$ cat src/common/accel_fifo_pkg.sv
// shared constants and types for the axis sample queue
package accel_fifo_pkg;
  // register byte offsets
  localparam logic [7:0] ADDR_X_LOW  = 8'h32;
  localparam logic [7:0] ADDR_X_HIGH = 8'h33;
  localparam logic [7:0] ADDR_Y_LOW  = 8'h34;
  localparam logic [7:0] ADDR_Y_HIGH = 8'h35;
  localparam logic [7:0] ADDR_Z_LOW  = 8'h36;
  localparam logic [7:0] ADDR_Z_HIGH = 8'h37;
  localparam logic [7:0] ADDR_CTL    = 8'h38;
  localparam logic [7:0] ADDR_STATE  = 8'h39;
  localparam logic [7:0] CTL_RESET   = 8'h00;
  // queue geometry
  localparam int DEPTH = 32;
  localparam int PTR_W = 5;
  localparam int CNT_W = 6;
  localparam logic [CNT_W-1:0] DEPTH_CNT = 6'h20;
  // sample widths
  localparam int RAW_W  = 10;
  localparam int AXIS_W = 16;
  localparam int EXT_W  = AXIS_W - RAW_W;
  // queue mode codes
  localparam logic [1:0] MODE_BYPASS  = 2'h0;
  localparam logic [1:0] MODE_FILL    = 2'h1;
  localparam logic [1:0] MODE_STREAM  = 2'h2;
  localparam logic [1:0] MODE_TRIGGER = 2'h3;

  typedef struct packed {
    logic [1:0] mode;
    logic       trig_sel;
    logic [4:0] thr;
  } ctl_type;

  typedef struct packed {
    logic [AXIS_W-1:0] z;
    logic [AXIS_W-1:0] y;
    logic [AXIS_W-1:0] x;
  } sample_type;

  typedef struct packed {
    logic [RAW_W-1:0] z;
    logic [RAW_W-1:0] y;
    logic [RAW_W-1:0] x;
  } raw_type;
endpackage

$ cat src/design/accel_output_fifo.sv
// axis output bytes and 32-deep sample queue with register port
// Function
// - axis byte pairs at 0x32/0x33 x, 0x34/0x35 y, 0x36/0x37 z.
// - samples twos complement, low byte at lower address.
// - output byte layout follows the format control setting.
// - control bits 7:6 pick queue mode; 00 bypasses the queue.
// - fill mode accepts until 32 held, then drops new samples.
// - stream mode keeps newest 32, overwriting oldest when full.
// - trigger mode keeps pre-trigger samples, then fills until full.
// - control bit 5 picks first or second interrupt as trigger.
// - threshold sets watermark level in fill and stream modes.
// - in trigger mode threshold sets samples kept before trigger.
// - writing zero threshold sets the watermark flag at once.
// - state bit 7 shows trigger seen, bit 6 reads zero.
// - state bits 5:0 give number of samples held.
// - an access to data bytes pops one level outside bypass mode; burst reads needed.
// - 32 stored plus one in output stage, 33 available.
// - ready, watermark, overrun flags set on events, clear on data read.
// - sleep suppresses data ready and queue pushes.
`timescale 1ns/10ps
module accel_output_fifo (
  input  wire logic                    core_clk,
  input  wire logic                    rst_n,
  input  wire logic                    smp_clk,
  input  wire accel_fifo_pkg::raw_type smp_raw,
  input  wire logic                    fmt_justify,
  input  wire logic                    first_irq_output,
  input  wire logic                    second_irq_output,
  input  wire logic                    sleep_active,
  input  wire logic                    xfer_active,
  input  wire logic                    reg_rd,
  input  wire logic                    reg_wr,
  input  wire logic [7:0]              reg_addr,
  input  wire logic [7:0]              reg_wdata,
  output logic      [7:0]              reg_rdata,
  output logic                         data_ready_flag,
  output logic                         watermark_flag,
  output logic                         overrun_flag,
  output logic                         trigger_seen_flag
);
  localparam int SW = $bits(accel_fifo_pkg::sample_type);

  // link side synchronisers, first stage read only by second
  logic                    clk_s1_q, clk_s2_q, clk_s3_q;
  accel_fifo_pkg::raw_type raw_s1_q, raw_s2_q;

  always_ff @(posedge core_clk) begin
    if (!rst_n) begin
      clk_s1_q <= 1'b0;
      clk_s2_q <= 1'b0;
      clk_s3_q <= 1'b0;
      raw_s1_q <= '0;
      raw_s2_q <= '0;
    end else begin
      clk_s1_q <= smp_clk;
      clk_s2_q <= clk_s1_q;
      clk_s3_q <= clk_s2_q;
      raw_s1_q <= smp_raw;
      raw_s2_q <= raw_s1_q;
    end
  end

  // sign extend or left justify one axis
  function automatic logic [accel_fifo_pkg::AXIS_W-1:0] fmt_axis(
    input logic [accel_fifo_pkg::RAW_W-1:0] raw,
    input logic                             just);
    if (just) fmt_axis = {raw, {accel_fifo_pkg::EXT_W{1'b0}}};
    else fmt_axis = {{accel_fifo_pkg::EXT_W{raw[accel_fifo_pkg::RAW_W-1]}},
                     raw};
  endfunction

  logic                       cap_fire, buf_in_ready, buf_valid, buf_ready;
  accel_fifo_pkg::sample_type cap_word, buf_word;

  // capture on a rising link edge; data settled long before it
  always_comb begin
    cap_fire   = clk_s2_q & ~clk_s3_q;
    cap_word.x = fmt_axis(raw_s2_q.x, fmt_justify);
    cap_word.y = fmt_axis(raw_s2_q.y, fmt_justify);
    cap_word.z = fmt_axis(raw_s2_q.z, fmt_justify);
  end

  two_slot_buffer #(.W(SW)) u_buf (
    .core_clk  (core_clk),
    .rst_n     (rst_n),
    .in_valid  (cap_fire),
    .in_ready  (buf_in_ready),
    .in_data   (cap_word),
    .out_valid (buf_valid),
    .out_ready (buf_ready),
    .out_data  (buf_word)
  );

  // queue and output-stage state
  accel_fifo_pkg::ctl_type    ctl_q, ctl_d;
  accel_fifo_pkg::sample_type out_q, out_d, snap_q, snap_d, ram_q;
  logic [accel_fifo_pkg::CNT_W-1:0] cnt_q, cnt_d, avail;
  logic [accel_fifo_pkg::PTR_W-1:0] wp_q, wp_d, rp_q, rp_d;
  logic out_v_q, out_v_d, pend_q, pend_d, xfer_q, seen_q, seen_d;
  logic trig_q, trig_d, trg_src_q, drdy_q, drdy_d, wm_q, wm_d;
  logic ovr_q, ovr_d;
  logic [7:0] rdata_q, rdata_d;
  logic bypass, full, take, wr_en, drop, load, pop, flush, ovr_ev;
  logic data_rd, ctl_wr, trg_src, trg_edge;

  sample_ram #(.W(SW), .AW(accel_fifo_pkg::PTR_W)) u_ram (
    .core_clk  (core_clk),
    .wr_en     (wr_en),
    .wr_addr   (wp_q),
    .wr_data   (buf_word),
    .rd_addr   (rp_q),
    .rd_data_q (ram_q)
  );

  // queue movement; loading the output stage stalls the buffer
  always_comb begin
    bypass  = (ctl_q.mode == accel_fifo_pkg::MODE_BYPASS);
    full    = (cnt_q == accel_fifo_pkg::DEPTH_CNT);
    data_rd = reg_rd & (reg_addr >= accel_fifo_pkg::ADDR_X_LOW) &
              (reg_addr <= accel_fifo_pkg::ADDR_Z_HIGH);
    ctl_wr  = reg_wr & (reg_addr == accel_fifo_pkg::ADDR_CTL);
    flush   = ctl_wr & (reg_reg_mode(reg_wdata) != ctl_q.mode);
    pop     = xfer_q & ~xfer_active & seen_q & ~bypass & out_v_q;
    load    = ~bypass & ~out_v_q & ~pend_q & (cnt_q != '0) & ~flush;
    buf_ready = ~load;
    take    = buf_valid & buf_ready;
    wr_en   = 1'b0;
    drop    = 1'b0;
    ovr_ev  = cap_fire & ~buf_in_ready;
    out_d   = out_q;
    out_v_d = out_v_q;
    if (take && bypass) begin
      out_d   = buf_word;
      out_v_d = 1'b1;
    end else if (take && !sleep_active && !flush) begin
      unique case (ctl_q.mode)
        accel_fifo_pkg::MODE_FILL: begin
          wr_en  = ~full;
          ovr_ev = ovr_ev | full;
        end
        accel_fifo_pkg::MODE_STREAM: begin
          wr_en  = 1'b1;
          drop   = full;
          ovr_ev = ovr_ev | full;
        end
        accel_fifo_pkg::MODE_TRIGGER: begin
          if (!trig_q) begin
            wr_en = 1'b1;
            drop  = (cnt_q != '0) &
                    (cnt_q >= {1'b0, ctl_q.thr});
          end else begin
            wr_en  = ~full;
            ovr_ev = ovr_ev | full;
          end
        end
        default: ;
      endcase
    end
    if (pend_q) begin
      out_d   = ram_q;
      out_v_d = 1'b1;
    end
    if (pop) out_v_d = 1'b0;
    pend_d = load & ~flush;
    cnt_d  = cnt_q + {5'h0, wr_en} - {5'h0, drop} - {5'h0, load};
    wp_d   = wp_q + {4'h0, wr_en};
    rp_d   = rp_q + {4'h0, drop | load};
    if (flush) begin
      cnt_d   = '0;
      wp_d    = '0;
      rp_d    = '0;
      pend_d  = 1'b0;
      out_v_d = 1'b0;
    end
  end

  // mode field of a control byte
  function automatic logic [1:0] reg_reg_mode(input logic [7:0] b);
    accel_fifo_pkg::ctl_type c;
    c = b;
    reg_reg_mode = c.mode;
  endfunction

  // control register, trigger and status flags
  always_comb begin
    ctl_d    = ctl_wr ? accel_fifo_pkg::ctl_type'(reg_wdata) : ctl_q;
    trg_src  = ctl_q.trig_sel ? second_irq_output : first_irq_output;
    trg_edge = trg_src & ~trg_src_q;
    trig_d   = (trig_q & ~ctl_wr) |
               ((ctl_q.mode == accel_fifo_pkg::MODE_TRIGGER) &
                trg_edge);
    avail    = bypass ? '0 : cnt_q + {5'h0, out_v_q};
    // set wins over the read clear; level sets re-arm after a read
    drdy_d   = (drdy_q & ~data_rd) | (~sleep_active &
               (bypass ? (take & ~pend_q) : (avail != '0)));
    wm_d     = (wm_q & ~data_rd) | (ctl_q.thr == '0) |
               ((ctl_q.mode == accel_fifo_pkg::MODE_FILL ||
                 ctl_q.mode == accel_fifo_pkg::MODE_STREAM) &&
                (avail >= {1'b0, ctl_q.thr}));
    ovr_d    = (ovr_q & ~data_rd) | ovr_ev;
  end

  // read path; first data byte of an access freezes the sample
  always_comb begin
    seen_d  = xfer_active ? (seen_q | data_rd) : 1'b0;
    snap_d  = (data_rd && !seen_q) ? out_q : snap_q;
    rdata_d = rdata_q;
    if (reg_rd) begin
      unique case (reg_addr)
        accel_fifo_pkg::ADDR_X_LOW:  rdata_d = snap_d.x[7:0];
        accel_fifo_pkg::ADDR_X_HIGH: rdata_d = snap_d.x[15:8];
        accel_fifo_pkg::ADDR_Y_LOW:  rdata_d = snap_d.y[7:0];
        accel_fifo_pkg::ADDR_Y_HIGH: rdata_d = snap_d.y[15:8];
        accel_fifo_pkg::ADDR_Z_LOW:  rdata_d = snap_d.z[7:0];
        accel_fifo_pkg::ADDR_Z_HIGH: rdata_d = snap_d.z[15:8];
        accel_fifo_pkg::ADDR_CTL:    rdata_d = ctl_q;
        accel_fifo_pkg::ADDR_STATE:  rdata_d = {trig_q, 1'b0, avail};
        default:                     rdata_d = 8'h00;
      endcase
    end
  end

  always_ff @(posedge core_clk) begin
    if (!rst_n) begin
      ctl_q     <= accel_fifo_pkg::CTL_RESET;
      out_q     <= '0;
      snap_q    <= '0;
      out_v_q   <= 1'b0;
      pend_q    <= 1'b0;
      cnt_q     <= '0;
      wp_q      <= '0;
      rp_q      <= '0;
      xfer_q    <= 1'b0;
      seen_q    <= 1'b0;
      trig_q    <= 1'b0;
      trg_src_q <= 1'b0;
      drdy_q    <= 1'b0;
      wm_q      <= 1'b0;
      ovr_q     <= 1'b0;
      rdata_q   <= 8'h00;
    end else begin
      ctl_q     <= ctl_d;
      out_q     <= out_d;
      snap_q    <= snap_d;
      out_v_q   <= out_v_d;
      pend_q    <= pend_d;
      cnt_q     <= cnt_d;
      wp_q      <= wp_d;
      rp_q      <= rp_d;
      xfer_q    <= xfer_active;
      seen_q    <= seen_d;
      trig_q    <= trig_d;
      trg_src_q <= trg_src;
      drdy_q    <= drdy_d;
      wm_q      <= wm_d;
      ovr_q     <= ovr_d;
      rdata_q   <= rdata_d;
    end
  end

  assign reg_rdata         = rdata_q;
  assign data_ready_flag   = drdy_q;
  assign watermark_flag    = wm_q;
  assign overrun_flag      = ovr_q;
  assign trigger_seen_flag = trig_q;

  // checks on the queue and register behaviour
  fill_stays_full_a: assert property (@(posedge core_clk)
    disable iff (!rst_n)
    (ctl_q.mode == accel_fifo_pkg::MODE_FILL) && full && take && !flush
    |=> cnt_q == accel_fifo_pkg::DEPTH_CNT)
    else $error("fill mode wrote into a full queue");

  stream_overwrite_a: assert property (@(posedge core_clk)
    disable iff (!rst_n)
    (ctl_q.mode == accel_fifo_pkg::MODE_STREAM) && full && take &&
    !sleep_active && !flush
    |=> (cnt_q == accel_fifo_pkg::DEPTH_CNT) && ovr_q)
    else $error("stream mode did not overwrite oldest");

  state_bit_six_a: assert property (@(posedge core_clk)
    disable iff (!rst_n)
    reg_rd && reg_addr == accel_fifo_pkg::ADDR_STATE
    |=> reg_rdata[6] == 1'b0 && reg_rdata[7] == $past(trig_q))
    else $error("queue state byte top bits wrong");

  bypass_count_a: assert property (@(posedge core_clk)
    disable iff (!rst_n)
    bypass && reg_rd && reg_addr == accel_fifo_pkg::ADDR_STATE
    |=> reg_rdata[5:0] == 6'h00)
    else $error("bypass reported queued entries");

  zero_thr_wm_a: assert property (@(posedge core_clk)
    disable iff (!rst_n)
    ctl_wr && reg_wdata[4:0] == 5'h00 |-> ##2 watermark_flag)
    else $error("zero threshold did not raise watermark");

  trig_capture_a: assert property (@(posedge core_clk)
    disable iff (!rst_n)
    (ctl_q.mode == accel_fifo_pkg::MODE_TRIGGER) && !ctl_wr &&
    $rose(ctl_q.trig_sel ? second_irq_output : first_irq_output)
    |=> trigger_seen_flag)
    else $error("trigger event not recorded");

  pop_clears_a: assert property (@(posedge core_clk)
    disable iff (!rst_n)
    pop |=> !out_v_q ##1 (out_v_q || cnt_q == '0 || pend_q))
    else $error("access end did not pop one level");

  sleep_hold_a: assert property (@(posedge core_clk)
    disable iff (!rst_n)
    sleep_active && !bypass && !flush |=> cnt_q <= $past(cnt_q))
    else $error("queue grew while asleep");

  overrun_set_a: assert property (@(posedge core_clk)
    disable iff (!rst_n)
    ovr_ev |=> overrun_flag [*2])
    else $error("overrun event lost");
endmodule

$ cat src/design/sample_ram.sv
// queue storage with registered read data
`timescale 1ns/10ps
module sample_ram #(
  parameter int W  = 48,
  parameter int AW = 5
) (
  input  wire logic          core_clk,
  input  wire logic          wr_en,
  input  wire logic [AW-1:0] wr_addr,
  input  wire logic [W-1:0]  wr_data,
  input  wire logic [AW-1:0] rd_addr,
  output logic      [W-1:0]  rd_data_q
);
  logic [W-1:0] mem [2**AW];

  // plain storage, no reset needed on the data path
  always_ff @(posedge core_clk) begin
    if (wr_en) begin
      mem[wr_addr] <= wr_data;
    end
    rd_data_q <= mem[rd_addr];
  end
endmodule

$ cat src/design/two_slot_buffer.sv
// two-entry valid/ready buffer
`timescale 1ns/10ps
module two_slot_buffer #(
  parameter int W = 48
) (
  input  wire logic         core_clk,
  input  wire logic         rst_n,
  input  wire logic         in_valid,
  output logic              in_ready,
  input  wire logic [W-1:0] in_data,
  output logic              out_valid,
  input  wire logic         out_ready,
  output logic      [W-1:0] out_data
);
  logic [W-1:0] head_q, head_d, tail_q, tail_d;
  logic [1:0]   cnt_q, cnt_d;
  logic         push, pop;

  assign in_ready  = (cnt_q != 2'h2);
  assign out_valid = (cnt_q != 2'h0);
  assign out_data  = head_q;

  // head always holds the oldest word
  always_comb begin
    head_d = head_q;
    tail_d = tail_q;
    cnt_d  = cnt_q;
    push   = in_valid & in_ready;
    pop    = out_ready & out_valid;
    unique case ({push, pop})
      2'b10: begin
        if (cnt_q == 2'h0) head_d = in_data;
        else tail_d = in_data;
        cnt_d = cnt_q + 2'h1;
      end
      2'b01: begin
        head_d = tail_q;
        cnt_d  = cnt_q - 2'h1;
      end
      2'b11: begin
        if (cnt_q == 2'h1) begin
          head_d = in_data;
        end else begin
          head_d = tail_q;
          tail_d = in_data;
        end
      end
      default: ;
    endcase
  end

  always_ff @(posedge core_clk) begin
    if (!rst_n) begin
      cnt_q  <= 2'h0;
      head_q <= '0;
      tail_q <= '0;
    end else begin
      cnt_q  <= cnt_d;
      head_q <= head_d;
      tail_q <= tail_d;
    end
  end
endmodule

$ cat config.mk
export PLATFORM = sky130hd
export DESIGN_NAME = accel_output_fifo
export DESIGN_NICKNAME = d
export VERILOG_FILES = /design/src/common/accel_fifo_pkg.sv /design/src/design/accel_output_fifo.sv /design/src/design/sample_ram.sv /design/src/design/two_slot_buffer.sv
export SDC_FILE = /design/constraint.sdc
export NUM_CORES = 2
export LEC_CHECK = 0
export BUFFER_PORTS_ARGS = -buffer_cell sky130_fd_sc_hd__buf_2
export CAP_MARGIN = 25
export CORE_ASPECT_RATIO = 0.5
export CORE_MARGIN = 1
export CORE_UTILIZATION = 57
export CTS_CLUSTER_SIZE = 24
export DETAILED_ROUTE_END_ITERATION = 10
export GPL_ROUTABILITY_DRIVEN = 0
export GPL_TIMING_DRIVEN = 1
export PLACE_DENSITY_LB_ADDON = 0.2
export SLEW_MARGIN = 20
export SYNTH_ARGS = -nofsm -noshare
export SYNTH_HDL_FRONTEND = slang
export SYNTH_HIERARCHICAL = 1
export SYNTH_SLANG_ARGS = --single-unit
$ cat constraint.sdc
create_clock -name core_clk -period 5.5 [get_ports core_clk]
set_clock_uncertainty 0.15 [all_clocks]
set_input_delay 1.1 -clock core_clk [delete_from_list [all_inputs] [get_ports core_clk]]
set_output_delay 1.1 -clock core_clk [all_outputs]
set_load 0.02 [all_outputs]
Yosys cells after proc, flatten, opt, wreduce, memory -nomap -nowiden
Memory sizes are Yosys's and may differ from the RTL's. A register that Yosys moved wholly into a read port is not among the register bits. Index checks and enable logic that the tools add are counted.

Add/sub/neg operators: 8. Magnitude comparators: 4. Equal/unequal tests: 21. Mux-type cells: 33. Bitwise gates (word level): 48. Reduce and logical (&&, ||, !) cells: 25.

Operators by type and width (number): $mux W48 (7); $pmux W48 S3 (1); $pmux W48 S2 (1); $eq A8 B6 Y1 const B (8); $pmux W8 S8 (1); $mux W15 (3); $and A1 B1 Y1 (26); $mux W1 (15); $not A1 Y1 (14); $add A6 B1 Y6 (2); $ge A6 B5 Y1 (2); $reduce_bool A6 Y1 (2); $sub A6 B1 Y6 (2); $add A5 B1 Y5 (2); $eq A2 B2 Y1 const B (4); $ge A8 B6 Y1 const B (1); $le A8 B6 Y1 const B (1); $or A1 B1 Y1 (8); $reduce_bool A2 Y1 (4); $eq A2 B1 Y1 const B (3); $eq A6 B6 Y1 const B (1); $mux W6 (1); $ne A2 B2 Y1 const B (3); $logic_and A1 B1 Y1 (5); other kinds (16) (22).

Bits in registers: 298. RAM bits: 1536. Input bits: 56. Output and inout bits: 12. Logic and storage cells: 174. Memories: 1.

Memories: u_ram.mem (depth 32, width 48, rd ports 1, clocked after Yosys merged registers in 1, write ports 1, line sample_ram.sv:14) `logic [W-1:0] mem [2**AW];`.

Longest topological paths before layout
Depth after elaboration: 15. Mapped depth: 18. Gate-level depth less buffers: 18.

Modules after synthesis
Netlist, hierarchy kept.

Modules (own cells, without submodules): sample_ram (times used 1, cells each 3364, area each 60724.5 um2, sequential area each 47085.2 um2); accel_output_fifo (times used 1, cells each 1024, area each 9492.9 um2, sequential area each 4003.8 um2); two_slot_buffer (times used 1, cells each 547, area each 4875.9 um2, sequential area each 1961.9 um2).

Worst setup path before layout
OpenSTA, ideal clock, no wires.

Path kind: input to register. From: input reg_addr[6]. To: memory u_ram.mem[28][0] (enable). Library setup time: 0.454 ns. Data arrival time: 4.726 ns. Required time: 4.896 ns. Path slack: 0.170 ns. Stages: 9. Buffers on the path: 2. Cell sequence: and4bb_4 -> nand4_2 -> buf_6 -> a21o_4 -> nand3_1 -> nor2_1 -> or3b_2 -> clkbuf_1 -> nor2_1.

Cells in the longest elaborated chain, start to end: 13. Elaborated cells on any way between the ends: 15. Classes of those cells: 1 x eq/ne; 4 x mux; 6 x bitwise; 4 x reduce/logical.

Ends and longest elaborated chain: start: declaration (line accel_output_fifo.sv:33) `input wire logic [7:0] reg_addr,`; $eq A8 B6 Y1 (*) (line accel_output_fifo.sv:121) `ctl_wr = reg_wr & (reg_addr == accel_fifo_pkg::ADDR_CTL);`; $and A1 B1 Y1 (*) (line accel_output_fifo.sv:121); $and A1 B1 Y1 (*) (line accel_output_fifo.sv:122) `flush = ctl_wr & (reg_reg_mode(reg_wdata) != ctl_q.mode);`; $not A1 Y1 (line accel_output_fifo.sv:124) `load = ~bypass & ~out_v_q & ~pend_q & (cnt_q != '0) & ~flush;`; $and A1 B1 Y1 (line accel_output_fifo.sv:124); $not A1 Y1 (line accel_output_fifo.sv:125) `buf_ready = ~load;`; $and A1 B1 Y1 (line accel_output_fifo.sv:126) `take = buf_valid & buf_ready;`; $logic_and A1 B1 Y1 (2 in a row) (line accel_output_fifo.sv:135) `end else if (take && !sleep_active && !flush) begin`; $mux W1 (line accel_output_fifo.sv:135); $mux W1 (*) (line accel_output_fifo.sv:132) `if (take && bypass) begin`; net wr_en (line accel_output_fifo.sv:103) `logic bypass, full, take, wr_en, drop, load, pop, flush, ovr_ev;`; $mux W1 (*) (line sample_ram.sv:18) `if (wr_en) begin`; $mux W1 (not written as such) (*) (line sample_ram.sv:19) `mem[wr_addr] <= wr_data;`; end: declaration (line sample_ram.sv:14).

The timed path passes the listed nets; every way through them passes the cells marked *.

Final worst setup path
From: register u_buf.cnt_q[0]. To: memory u_ram.mem[4][6] (enable).

Cells in the longest elaborated chain, start to end: 8. Elaborated cells on any way between the ends: 9. Classes of those cells: 4 x mux; 1 x bitwise; 4 x reduce/logical.

Ends and longest elaborated chain: start: declaration (line two_slot_buffer.sv:16) `logic [1:0] cnt_q, cnt_d;`; start signal: assignment (line two_slot_buffer.sv:58) `cnt_q <= cnt_d;`; $reduce_bool A2 Y1 (*) (line two_slot_buffer.sv:20) `assign out_valid = (cnt_q != 2'h0);`; net buf_valid (line accel_output_fifo.sv:72) `logic cap_fire, buf_in_ready, buf_valid, buf_ready;`; $and A1 B1 Y1 (*) (line accel_output_fifo.sv:126); $logic_and A1 B1 Y1 (2 in a row) (line accel_output_fifo.sv:135); $mux W1 (line accel_output_fifo.sv:135); $mux W1 (*) (line accel_output_fifo.sv:132); net wr_en (line accel_output_fifo.sv:103); $mux W1 (*) (line sample_ram.sv:18); $mux W1 (not written as such) (*) (line sample_ram.sv:19).

Marks and branches as above.

==> results.md <==
- Fin Hold WS: between 0.2 and 0.3 ns
- Max-capacitance violation count: 0
- Max VDD drop: 367.5 µV
- Largest net degree at the start of global routing: around 120
- Pins Over Slew Limit: 0
- Post-route insts no fill: 6890
- M1 GR Usage: between 40% and 50%
- Total grt overflow: 0
- # IOs: 68
- Status: finished clean
- Die width: 515.3 µm
- Vias per cell: 6.489
- Max Fclk: around 230 MHz
- Syn Area/Cell: 15.22 µm²
- Slew headroom: 29.84%
- Number of post-CTS setup repair buffers: 0
- Synth Warn #: 6
- WL final: 199300 µm
- Final instance area: roughly 0.083 mm²
- Fraction of layout cells with a size suffix above 1: 11.11%
- Met2 Use GR: between 40% and 50%
- CP startpoint kind: register
- Area Overhead vs Synth: 10.60%
- Core area: 0.1297 mm²
- Setup TNS: 0 ns
- Final setup fails: 0
- Post-CTS sizing: 0
- RSZ-0062 raised after global routing: false
- Drt drc: 0
- GRT Max-Usage Layer: met2
- CP Capture Type: register
- Final min period: about 4.4 ns
- Post-route antenna net violation count: 0
- Worst Tran Pin Value: 1.052 ns
- Cts hold-fix bufs: 0
- Synth unique cells: 80
- CTS max path bufs: 3
- Critical path type: reg -> reg
- Clock slew at the register clock pins of the worst setup and hold paths: 0.06 ns
- DP Area: 0.07784 mm²
- Tot Pwr: between 30 and 40 mW
- Initial antenna violation count: 4
- Period utilization: around 80%
- Die span in y: 258.7 µm
- Die area: 0.1333 mm²
- Post-synth EDFFs: 1536
- Number of global-route vias before repair: 42550
- Row cnt: 93
- Num CTS Buffers: around 160
- Mapped Area: 0.07509 mm²
- Pwr Density: 390.0 mW/mm²
- Lkg Pwr: approximately 26 nW
- Overall Global Routing Usage: 29.73%
- Worst Path Max Fanout: 12
- Worst min-delay path category: reg -> reg
- Register area share after synthesis: between 70% and 80%
- DRT iter0 DRCs: 6207
- Deepest level of the CTS H-tree: 4
- Synthesized Nets: 5032
- Met3 global-route usage: 4.962%
- WL/cell: 28.93 µm
- Hpwl dp: 108400 µm
- Register bit count reported by yosys: 1882
- CTS Root Cell: clkbuf_16
- Starting density of the core: 57.88%
- CTS tree: yes
- Ys async rst share: 0%
- Post-Synthesis Cells: 4935
- Vias: 44710
- Clock sinks: 1882
- Fin. Hold Viols: 0
- Nets: 5096
- Clk Latency, worst-skew pair: 0.79 ns
- Placed cells: 6590
- Reg-to-reg setup timing slack: approximately 1.1 ns
- DRT Pass-1 Iters: 6
- Fill count: between 9000 and 10000
- Worst Path Arrival: 4.72 ns
- Commonest register cell after synthesis: edfxtp_1
- Port Buffers: 67
- First-pass GRT wire length: 288100 µm
- Crit path required time: between 5 and 6 ns
[report_power, final]
group / leakage [nW] / internal, mW / switching [mW] / total, mW
logic: 6.93 / 0.840 / 2.78 / 3.62
registers: 16.9 / 17.0 / 0.465 / 17.5
clock network: 2.52 / 6.22 / 5.05 / 11.3
[metrics by stage]
step                      util (%)  worst slack (ns)
after global placement       59.87            0.6800
after floorplan                  -            0.1704
after detailed placement     60.00            0.6358
after global routing         64.01             1.061
after CTS                    63.97             1.169
final                        64.01             1.101
[Yosys cell counts (all sizes together) (46+ instances only)]
cell / n / area (µm²)
edfxtp: 1536 / 46120
mux2i: 847 / 8478
nand2: 348 / 1306
dfxtp: 346 / 6927
a21oi: 210 / 1051
buf: 209 / 1525
nand3: 155 / 775.7
a22oi: 148 / 1111
clkbuf: 130 / 495.5
nor3: 101 / 516.8
o211ai: 97 / 728.2
a22o: 96 / 840.8
and2: 72 / 451.7
nor2: 72 / 270.3
o21ai: 69 / 352.8
a31oi: 52 / 325.3
o31ai: 49 / 367.9
a311oi: 48 / 426.7
nor2b: 48 / 300.3
o211a: 48 / 480.5
a21boi: 46 / 345.3
[layout by cell type, fill, tap and decap left out, types with 9 or more instances in the layout]
cell type	instances
edfxtp_1	1536
mux2i_1	847
nand2_1	347
dfxtp_1	340
a21oi_1	210
clkbuf_16	166
nand3_1	155
a22oi_1	148
buf_4	122
nor3_1	100
o211ai_1	97
a22o_1	96
and2_1	68
buf_2	66
o21ai_0	60
a31oi_1	52
o31ai_1	49
o211a_1	48
a311oi_1	47
nor2b_1	46
clkbuf_1	45
buf_12	43
nor2_1	38
ha_1	38
nor2_4	34
a21boi_1	29
inv_1	28
clkinv_1	25
clkinv_2	23
clkbuf_8	18
a21boi_0	17
mux2_2	15
xnor2_1	10
bufinv_16	9
[state kept, by name, indices dropped and copies added (netlist names), 5 cells and up]
register	count
raw_s1_q	30
out_q	48
u_ram/mem	1536
rp_q	5
u_buf/tail_q	48
u_buf/out_data	48
u_ram/rd_data_q	48
raw_s2_q	30
cnt_q	6
ctl_q	8
wp_q	5
snap_q	48
reg_rdata	8
[area by class of cell]
| type | count | area (µm²) | share of cell area (%) |
|---|---|---|---|
| clock buffer | 229 | 4571 | 5.503 |
| tap | 1757 | 2198 | 2.647 |
| multi-input combinational | 2683 | 20220 | 24.35 |
| inverter | 31 | 118.9 | 0.1431 |
| clock inverter | 67 | 581.8 | 0.7005 |
| sequential | 1882 | 53060 | 63.89 |
| antenna | 1 | 2.502 | 0.003013 |
| timing repair buffer | 240 | 2292 | 2.760 |
[path summary, 6_finish.rpt]
kind / startpoint / endpoint / cells past startpoint
max: u_buf/cnt_q[0]$_SDFFE_PN0P_ / u_ram/mem[4][6]$_DFFE_PP_ / 9
min: raw_s1_q[3]$_SDFF_PN0_ / raw_s2_q[3]$_SDFF_PN0_ / 1
max reg2reg: u_buf/cnt_q[0]$_SDFFE_PN0P_ / u_ram/mem[4][6]$_DFFE_PP_ / 9
min reg2reg: raw_s1_q[3]$_SDFF_PN0_ / raw_s2_q[3]$_SDFF_PN0_ / 1
[logic make-up after synthesis]
kind of cell    share of synthesized area [%]
xor+xnor                               0.1983
mux                                     11.67
flops                                   70.65
simple gates                            5.473
buf+inv                                 2.849
fa+ha+maj                              0.7031
compound gates                          8.464
[worst max-delay path, stage by stage (launching register included)]
cell and delay [ns]:
dfxtp_1 0.40, inv_1 0.10, ha_1 0.32, inv_1 0.22, nor3b_1 0.31, nand3_1 0.15, nor2_1 0.56, or3b_2 0.73
nor2_4 0.74, buf_4 0.37
[routing by layer]
| metal | up-vias | routed length [µm] | part of all wire (%) |
|---|---|---|---|
| met5 | - | 0 | 0 |
| met4 | 0 | 5100 | 2.6 |
| met3 | 325 | 21790 | 11 |
| met2 | 2584 | 88370 | 44 |
| met1 | 22630 | 84040 | 42 |
| li1 | 19170 | - | - |
No activity file was read; power rests on OpenSTA's default activity.
